--- src/evr_regs.svh ---
// Register offsets, field positions and reset values of the event request block
`ifndef EVR_REGS_SVH
`define EVR_REGS_SVH
`define EVR_OFS_NET_MASK 16'h0200
`define EVR_OFS_HOST_MASK 16'h0204
`define EVR_OFS_NET_REQ 16'h0210
`define EVR_OFS_HOST_REQ 16'h0220
`define EVR_RST_HOST_MASK 32'h0000_0000
`define EVR_RST_NET_MASK 16'h0000
`define EVR_HB_CTRL 0
`define EVR_HB_LATCH 1
`define EVR_HB_SYNC_A 2
`define EVR_HB_SYNC_B 3
`define EVR_HB_ACT 4
`define EVR_HB_MEM 5
`define EVR_HB_WDOG 6
`define EVR_NB_LATCH 0
`define EVR_NB_LINK 2
`define EVR_NB_APP 3
`define EVR_HOST_FLAGS 7
`define EVR_NET_FLAGS 4
`endif

--- src/evr_pkg.sv ---
// Types shared by the event request block
`default_nettype none
package evr_pkg;
  typedef struct packed {
    logic [31:0] host_mask;
    logic [15:0] net_mask;
    logic host_irq;
    logic [15:0] net_field;
    logic [31:0] host_rdata;
    logic [15:0] net_rdata;
  } evr_state_t;
endpackage
`default_nettype wire

--- src/evr_flag_if.sv ---
// Set, clear and state lines of a sticky flag bank
`timescale 1ns/100ps
`default_nettype none
interface evr_flag_if #(parameter int W = 8);
  logic [W-1:0] set;
  logic [W-1:0] clr;
  logic [W-1:0] q;
  modport owner(output set, output clr, input q);
  modport bank(input set, input clr, output q);
endinterface
`default_nettype wire

--- src/evr_flag_bank.sv ---
// Sticky event flags where a set beats a clear in the same cycle
`timescale 1ns/100ps
`default_nettype none
module evr_flag_bank #(
  parameter int W = 8
) (
  input wire logic clk_in,
  input wire logic resetn_in,
  evr_flag_if.bank flags
);
  typedef struct packed {
    logic [W-1:0] q;
  } evr_bank_t;
  evr_bank_t st_ff;
  evr_bank_t nxt_st;

  // Set wins so no event is lost
  always_comb begin
    nxt_st = st_ff;
    nxt_st.q = (st_ff.q & ~flags.clr) | flags.set;
  end

  always_ff @(posedge clk_in or negedge resetn_in) begin
    if (!resetn_in) begin
      st_ff <= '0;
    end else begin
      st_ff <= nxt_st;
    end
  end

  assign flags.q = st_ff.q;
endmodule
`default_nettype wire

--- src/evr_event_ctrl.sv ---
// Network and host event request collection, masking and interrupt
`timescale 1ns/100ps
`default_nettype none
`include "evr_regs.svh"
module evr_event_ctrl
  import evr_pkg::*;
(
  input wire logic clk_in,
  input wire logic resetn_in,
  input wire logic [15:0] host_addr_in,
  input wire logic host_rd_in,
  input wire logic host_wr_in,
  input wire logic [31:0] host_wdata_in,
  output logic [31:0] host_rdata_out,
  input wire logic [15:0] net_addr_in,
  input wire logic net_rd_in,
  input wire logic net_wr_in,
  input wire logic [15:0] net_wdata_in,
  output logic [15:0] net_rdata_out,
  input wire logic latch_change_in,
  input wire logic latch_host_ctrl_in,
  input wire logic net_latch_read_in,
  input wire logic host_latch_read_in,
  input wire logic link_status_change_in,
  input wire logic net_link_status_read_in,
  input wire logic app_status_change_in,
  input wire logic net_app_status_read_in,
  input wire logic [7:0] buf_pending_in,
  input wire logic app_ctrl_written_in,
  input wire logic emulation_on_in,
  input wire logic host_app_ctrl_read_in,
  input wire logic map_sync_first_in,
  input wire logic map_sync_second_in,
  input wire logic sync_pulse_first_in,
  input wire logic sync_pulse_second_in,
  input wire logic host_sync_first_read_in,
  input wire logic host_sync_second_read_in,
  input wire logic activation_change_in,
  input wire logic host_activation_read_in,
  input wire logic mem_cmd_pending_in,
  input wire logic host_mem_ack_in,
  input wire logic wdog_expired_in,
  input wire logic host_wdog_read_in,
  input wire logic [31:0] buf_irq_reg_in,
  output logic host_irq_out,
  output logic [15:0] net_event_field_out
);
  evr_state_t st_ff;
  evr_state_t nxt_st;
  logic [31:0] host_req;
  logic [15:0] net_req;

  evr_flag_if #(.W(`EVR_HOST_FLAGS)) hflag();
  evr_flag_if #(.W(`EVR_NET_FLAGS)) nflag();

  evr_flag_bank #(.W(`EVR_HOST_FLAGS)) u_host_flags (
    .clk_in(clk_in),
    .resetn_in(resetn_in),
    .flags(hflag)
  );
  evr_flag_bank #(.W(`EVR_NET_FLAGS)) u_net_flags (
    .clk_in(clk_in),
    .resetn_in(resetn_in),
    .flags(nflag)
  );

  // Bit 0 or bit 1 of each manager interrupt register
  function automatic logic [15:0] pair_or(input logic [31:0] v);
    logic [15:0] r;
    r = '0;
    for (int i = 0; i < 16; i++) begin
      r[i] = v[2*i] | v[2*i+1];
    end
    return r;
  endfunction

  ////////////////////////////////////////////////////////////////////////////
  // Event sources
  always_comb begin
    hflag.set = '0;
    hflag.clr = '0;
    hflag.set[`EVR_HB_CTRL] = app_ctrl_written_in & ~emulation_on_in;
    hflag.clr[`EVR_HB_CTRL] = host_app_ctrl_read_in;
    hflag.set[`EVR_HB_LATCH] = latch_change_in & latch_host_ctrl_in;
    hflag.clr[`EVR_HB_LATCH] = host_latch_read_in;
    hflag.set[`EVR_HB_SYNC_A] = sync_pulse_first_in & map_sync_first_in;
    hflag.clr[`EVR_HB_SYNC_A] = host_sync_first_read_in | ~map_sync_first_in;
    hflag.set[`EVR_HB_SYNC_B] = sync_pulse_second_in & map_sync_second_in;
    hflag.clr[`EVR_HB_SYNC_B] = host_sync_second_read_in | ~map_sync_second_in;
    hflag.set[`EVR_HB_ACT] = activation_change_in;
    hflag.clr[`EVR_HB_ACT] = host_activation_read_in;
    hflag.set[`EVR_HB_MEM] = mem_cmd_pending_in;
    hflag.clr[`EVR_HB_MEM] = host_mem_ack_in;
    hflag.set[`EVR_HB_WDOG] = wdog_expired_in;
    hflag.clr[`EVR_HB_WDOG] = host_wdog_read_in;
  end

  always_comb begin
    nflag.set = '0;
    nflag.clr = '0;
    nflag.set[`EVR_NB_LATCH] = latch_change_in;
    nflag.clr[`EVR_NB_LATCH] = net_latch_read_in;
    nflag.set[`EVR_NB_LINK] = link_status_change_in;
    nflag.clr[`EVR_NB_LINK] = net_link_status_read_in;
    nflag.set[`EVR_NB_APP] = app_status_change_in;
    nflag.clr[`EVR_NB_APP] = net_app_status_read_in;
  end

  ////////////////////////////////////////////////////////////////////////////
  // Request words
  always_comb begin
    host_req = {8'h00, pair_or(buf_irq_reg_in), 1'b0, hflag.q};
    // Channel pending mirror, reserved top nibble
    net_req = {4'h0, buf_pending_in, nflag.q[3:2], 1'b0, nflag.q[0]};
  end

  ////////////////////////////////////////////////////////////////////////////
  // Registers and outputs
  always_comb begin
    nxt_st = st_ff;
    if (host_wr_in && host_addr_in == `EVR_OFS_HOST_MASK) begin
      nxt_st.host_mask = host_wdata_in;
    end
    if (net_wr_in && net_addr_in == `EVR_OFS_NET_MASK) begin
      nxt_st.net_mask = net_wdata_in;
    end
    // Unmapped reads answer zero
    nxt_st.host_rdata = 32'h0000_0000;
    if (host_rd_in) begin
      case (host_addr_in)
        `EVR_OFS_HOST_MASK: nxt_st.host_rdata = st_ff.host_mask;
        `EVR_OFS_HOST_REQ: nxt_st.host_rdata = host_req;
        `EVR_OFS_NET_REQ: nxt_st.host_rdata = {16'h0000, net_req};
        `EVR_OFS_NET_MASK: nxt_st.host_rdata = {16'h0000, st_ff.net_mask};
        default: nxt_st.host_rdata = 32'h0000_0000;
      endcase
    end
    nxt_st.net_rdata = 16'h0000;
    if (net_rd_in) begin
      case (net_addr_in)
        `EVR_OFS_NET_MASK: nxt_st.net_rdata = st_ff.net_mask;
        `EVR_OFS_NET_REQ: nxt_st.net_rdata = net_req;
        `EVR_OFS_HOST_MASK: nxt_st.net_rdata = st_ff.host_mask[15:0];
        `EVR_OFS_HOST_REQ: nxt_st.net_rdata = host_req[15:0];
        default: nxt_st.net_rdata = 16'h0000;
      endcase
    end
    // Interrupt from masked requests, one cycle of register lag
    nxt_st.host_irq = |(host_req & st_ff.host_mask);
    nxt_st.net_field = net_req & st_ff.net_mask;
  end

  always_ff @(posedge clk_in or negedge resetn_in) begin
    if (!resetn_in) begin
      st_ff.host_mask <= `EVR_RST_HOST_MASK;
      st_ff.net_mask <= `EVR_RST_NET_MASK;
      st_ff.host_irq <= 1'b0;
      st_ff.net_field <= 16'h0000;
      st_ff.host_rdata <= 32'h0000_0000;
      st_ff.net_rdata <= 16'h0000;
    end else begin
      st_ff <= nxt_st;
    end
  end

  assign host_irq_out = st_ff.host_irq;
  assign net_event_field_out = st_ff.net_field;
  assign host_rdata_out = st_ff.host_rdata;
  assign net_rdata_out = st_ff.net_rdata;
endmodule
`default_nettype wire

--- config.mk ---
export PLATFORM = sky130hd
export DESIGN_NAME = evr_event_ctrl
export DESIGN_NICKNAME = d
export VERILOG_FILES = /design/src/evr_pkg.sv /design/src/evr_flag_if.sv /design/src/evr_flag_bank.sv /design/src/evr_event_ctrl.sv
export VERILOG_INCLUDE_DIRS = /design/src
export SDC_FILE = /design/constraint.sdc
export NUM_CORES = 1
export LEC_CHECK = 0
export BUFFER_PORTS_ARGS = -buffer_cell sky130_fd_sc_hd__buf_2
export CAP_MARGIN = 10
export CORE_UTILIZATION = 28
export CTS_CLUSTER_SIZE = 14
export DETAILED_ROUTE_END_ITERATION = 10
export GPL_ROUTABILITY_DRIVEN = 0
export SLEW_MARGIN = 20
export SYNTH_ARGS = -nofsm -noshare
export SYNTH_HDL_FRONTEND = slang
export SYNTH_SLANG_ARGS = --single-unit
--- constraint.sdc ---
create_clock -name clk_in -period 1.23 [get_ports clk_in]
set_clock_uncertainty 0.1 [all_clocks]
set_input_delay 0 -clock clk_in [delete_from_list [all_inputs] [get_ports clk_in]]
set_output_delay 0 -clock clk_in [all_outputs]
set_load 0.01 [all_outputs]
* After elaboration in Yosys (flattened, before gate mapping)
Cells that the tools add are included.
W data, S select, Z words.
** Operators by class
- Eq/ne operators :: 8
- Mux-type cells :: 4
- Bitwise logic cells :: 33
- Reductions and logical operators :: 3
** Operators by type and width (number)
- $eq A16 B10 Y1 const B :: 8
- $pmux W32 S4 :: 1
- $pmux W16 S4 :: 1
- $and A24 B32 Y32 :: 1
- $mux W32 :: 1
- $reduce_or A32 Y1 :: 1
- $or A1 B1 Y1 :: 18
- $and A12 B16 Y16 :: 1
- $mux W16 :: 1
- $and A7 B7 Y7 :: 1
- $not A7 Y7 :: 1
- $or A7 B7 Y7 :: 1
- $and A1 B1 Y1 :: 4
- $and A4 B4 Y4 :: 1
- $not A4 Y4 :: 1
- $or A4 B4 Y4 :: 1
- $not A1 Y1 :: 3
- $logic_and A1 B1 Y1 :: 2
** Storage, ports and cells
- Register bits :: 124
- Bits of input ports :: 149
- Output and inout bits :: 65
- Logic and storage cells :: 56

* Depth between registers and ports, before layout
- Word-level depth :: 5
- Gate-level depth with buffers :: 7
- Gate-level depth less buffers :: 4

* By module
A second synthesis with hierarchy kept.
** Second synthesis, totals
- Cell total of the unflattened synthesis :: 518
- Area total of the unflattened synthesis :: 5883.1 µm²
** By module, submodules not included
- evr_event_ctrl :: instances 1, cells each 485, area each 5484.0 µm², seq. area each 2702.6 µm²
- evr_flag_bank (u_host_flags) :: instances 1, cells each 21, area each 254.0 µm², seq. area each 175.2 µm²
- evr_flag_bank (u_net_flags) :: instances 1, cells each 12, area each 145.1 µm², seq. area each 100.1 µm²

* Least setup slack after synthesis
Ideal clock, no wire load.
- Path type :: input -> register
- Start :: in net_addr_in[3]
- End :: reg st_ff[67] in the netlist's numbering
- Library setup time :: 0.127 ns
- Arrival time :: 1.472 ns
- Required time :: 1.003 ns
- Path slack :: -0.470 ns
- Cell stages on the path :: 5
- Path buffers :: 1
- Cell sequence :: nor3_1 nand4_2 nor3b_4 buf_6 mux2_1
** Between the ends
- Longest elaborated chain between the ends :: 2
** RTL lines
- start: declaration :: RTL line evr_event_ctrl.sv:15 : input wire logic [15:0] net_addr_in,
- $eq A16 B10 Y1
- $logic_and A1 B1 Y1 (no source line)
- end signal: assignment :: RTL line evr_event_ctrl.sv:162 : st_ff <= nxt_st;
- end: declaration :: RTL line evr_event_ctrl.sv:48 : evr_state_t st_ff;
No other way between the ends.
A chain may end at the register's enable or synchronous reset.

==> impl_metrics.yaml <==
worst_setup_path:
  path_class: "flop to flop"
  cp.arrival_ns: 1.52
  r2r-start: "st_ff[90]$_DFFE_PN0P_"
  rr_endpoint: "host_irq_out$_DFF_PN0_"
  worstSetupEndpointType: "flop"
  r2r_cells: 3
  critPathSlowestCell: "and4_2"
  cp.required_ns: 1.40
  ff2ff_setup_slack_ns: -0.12
  start_kind: "flop"
  path_max_fanout: 2
  critPathLaunch: "st_ff[90]$_DFFE_PN0P_"
  crit_chain: "o21ai_0, and4_2, nand4_1"
  endpoint: "host_irq_out$_DFF_PN0_"
  cpPeakStageDelay_ns: 0.40
finish:
  fin_nets: 990
  final_layout_size_suffix_gt1_frac: 0.436
  mostFrequentLayoutCells: "buf_2 (204), dfrtp_1 (118), dlygate4sd3_1 (111)"
  n_antenna_cell: 0
  mostFrequentLayoutCell: "buf_2"
  syn_to_final_growth_pct: 58.9
placement:
  io_buffers: 208
  dp.final_hpwl_mm: 14.2
  dpl_worst_slack_ns: -0.441
yosys:
  synth_top_area_share: 0.504
  synth_area_leaders: "dfrtp_1 (50%), buf_4 (8.6%), mux2_2 (6.7%)"
  ys_warn_count: 0
  synthFlopType: "dfrtp_1"
  yosysSeqAreaShare: 0.504
  synth-edff-count: 0
  syn_area_mm2: 0.00586
  synth.distinct_cells: 42
  avgSynthCellArea_um2: 11.4
  ys_ff_latch: 118
  synthCells: 516
  async_flop_share: 1.00
  yosys.area.top_type: "dfrtp_1"
floorplanning:
  coreArea_mm2: 0.0204
  initial_utilization: 0.288
  die_h_um: 147
  die-area_mm2: 0.0215
  row_count: 52
  io_pins: 214
  die_w_um: 147
power_and_ir_drop:
  p_total_w: 0.00991
  power_density_mw_per_mm2: 1060
  ir_worst_vdd_mv: 0.898
  power.leakage_nw: 4.57
clock_network:
  insertion_delay_ns: 0.42
  cts.sinks: 118
  numCtsBuffers: 17
  cts_tree: "done"
  cts.path.max_buffers: 2
  h-tree-depth: 4
  cts.clk_slew.worst_paths_ns: 0.06
  root_buffer: "clkbuf_16"
timing:
  slew_headroom: 0.664
  max_slew.worst_pin.slew_ns: 0.499
  rsz0062_at_grt: "yes"
  finalHoldViolCount: 0
  timing.final.crit_share: 1.10
  fin_crit_ns: 1.35
  setup_slack_ns: -0.121
  setup_viol: 1
  slew_viol_final: 0
  timing.fmax_mhz: 740
run:
  max_cap_violations: 0
detailed_routing:
  drc: 0
  vias_per_cell: 4.69
  wl_per_cell_um: 18.4
  ant_nets: 0
  wl_mm: 20.6
  vias: 5277
  drt-pass1-iter-count: 5
  drtIter0Drc: 282
hold_path:
  hold_path.class: "input port to flop"
grt:
  antenna_found_initial: 0
  overflow: 0
  grt_pass1_wl_mm: 31.2
  gr-usage-all-layers: 0.194
  grt_max_degree: 42
  grt_pass1_vias: 5550
status:
  status: "finished, violations left"
  violations: "negative setup slack"
-- synth_stat cells, types with 4 or more instances --
cell       number
a21o_1          6
a22oi_1        12
a2bb2oi_1       8
and2_1         20
buf_4          67
clkbuf_1       16
dfrtp_1       118
inv_1           9
mux2_1         13
mux2_2         35
mux2i_1        32
nand2_1        14
nand4_1         7
nor2_1         51
nor2b_1         6
nor3_1          4
o21ai_0        26
o22a_1         25
o2bb2ai_1       4
o32a_1         10
-- logic make-up after synthesis --
family                 share of synthesized area
AO/OA/AOI/OAI                              0.130
buffers and inverters                      0.107
multiplexers                               0.147
other                                   0.000640
flip-flops                                 0.504
AND/OR/NAND/NOR                            0.111
-- where the power goes --
group / total, W / switching (W) / internal [W]
sequential: 0.00394 / 0.0000309 / 0.00391
clock: 0.00494 / 0.00209 / 0.00286
combinational: 0.00103 / 0.000449 / 0.000583
total: 0.00991 / 0.00257 / 0.00735
-- state kept, by name, indices dropped and copies added (netlist names) --
register              flops
u_host_flags.flags.q      7
u_net_flags.flags.q       3
host_irq_out              1
net_rdata_out            16
net_event_field_out      11
host_rdata_out           32
st_ff                    48
-- area by class of cell --
cell class / count / area, um2
repair buffers: 390 / 2870
inverters: 9 / 33.8
multi-input cells: 305 / 2530
fillers: 1886 / 11100
clock buffers: 17 / 425
well taps: 270 / 338
clock inverters: 15 / 155
flip-flops and latches: 118 / 2950
-- worst max-delay path: cells and delay by family, from the launching register on --
kind             cells  cell delay (ns)
AO/OA/AOI/OAI        1             0.21
AND/OR/NAND/NOR      2             0.51
flip-flops           1             0.39
-- metal layers --
layer / part of all wire / track usage
met2: 0.48 / 0.325
met5: 0 / 0
met3: 0.061 / 0.0434
met4: 0.018 / 0.0646
met1: 0.44 / 0.247
-- worst min-delay path by stage --
stage,endpoint,from,depth (start not counted)
2_1_floorplan,host_irq_out$_DFF_PN0_,resetn_in,0
3_3_place_gp,host_rdata_out[28]$_DFF_PN0_,resetn_in,1
3_5_place_dp,host_rdata_out[17]$_DFF_PN0_,resetn_in,1
4_1_cts,net_rdata_out[9]$_DFF_PN0_,buf_irq_reg_in[3],5
5_1_grt,net_rdata_out[15]$_DFF_PN0_,net_rd_in,5
6_report,net_rdata_out[15]$_DFF_PN0_,net_rd_in,5
-- timing repair --
action | in CTS | in global routing
cloned | 0 | 3
hold endpoints to repair | 216 | 0
resized for setup | 10 | 20
buffers inserted | 0 | 2
setup endpoints to repair | 1 | 126
hold buffers | 111 | 0
pin swaps | 3 | 2
-- metrics by stage --
stage,TNS (ns),hold slack [ns],util,cell area [um2],instances
after floorplan,-17.46,-0.396,-,6110,520
after global placement,-31.06,-0.190,0.365,7430,976
after detailed placement,-33.64,-0.192,0.365,7430,976
after CTS,-0.136,0.000146,0.449,9140,1119
after global routing,-0.686,0.0257,0.457,9310,1124
final,-0.121,0.0123,0.457,9310,1124
No activity file was read; power rests on OpenSTA's default activity.
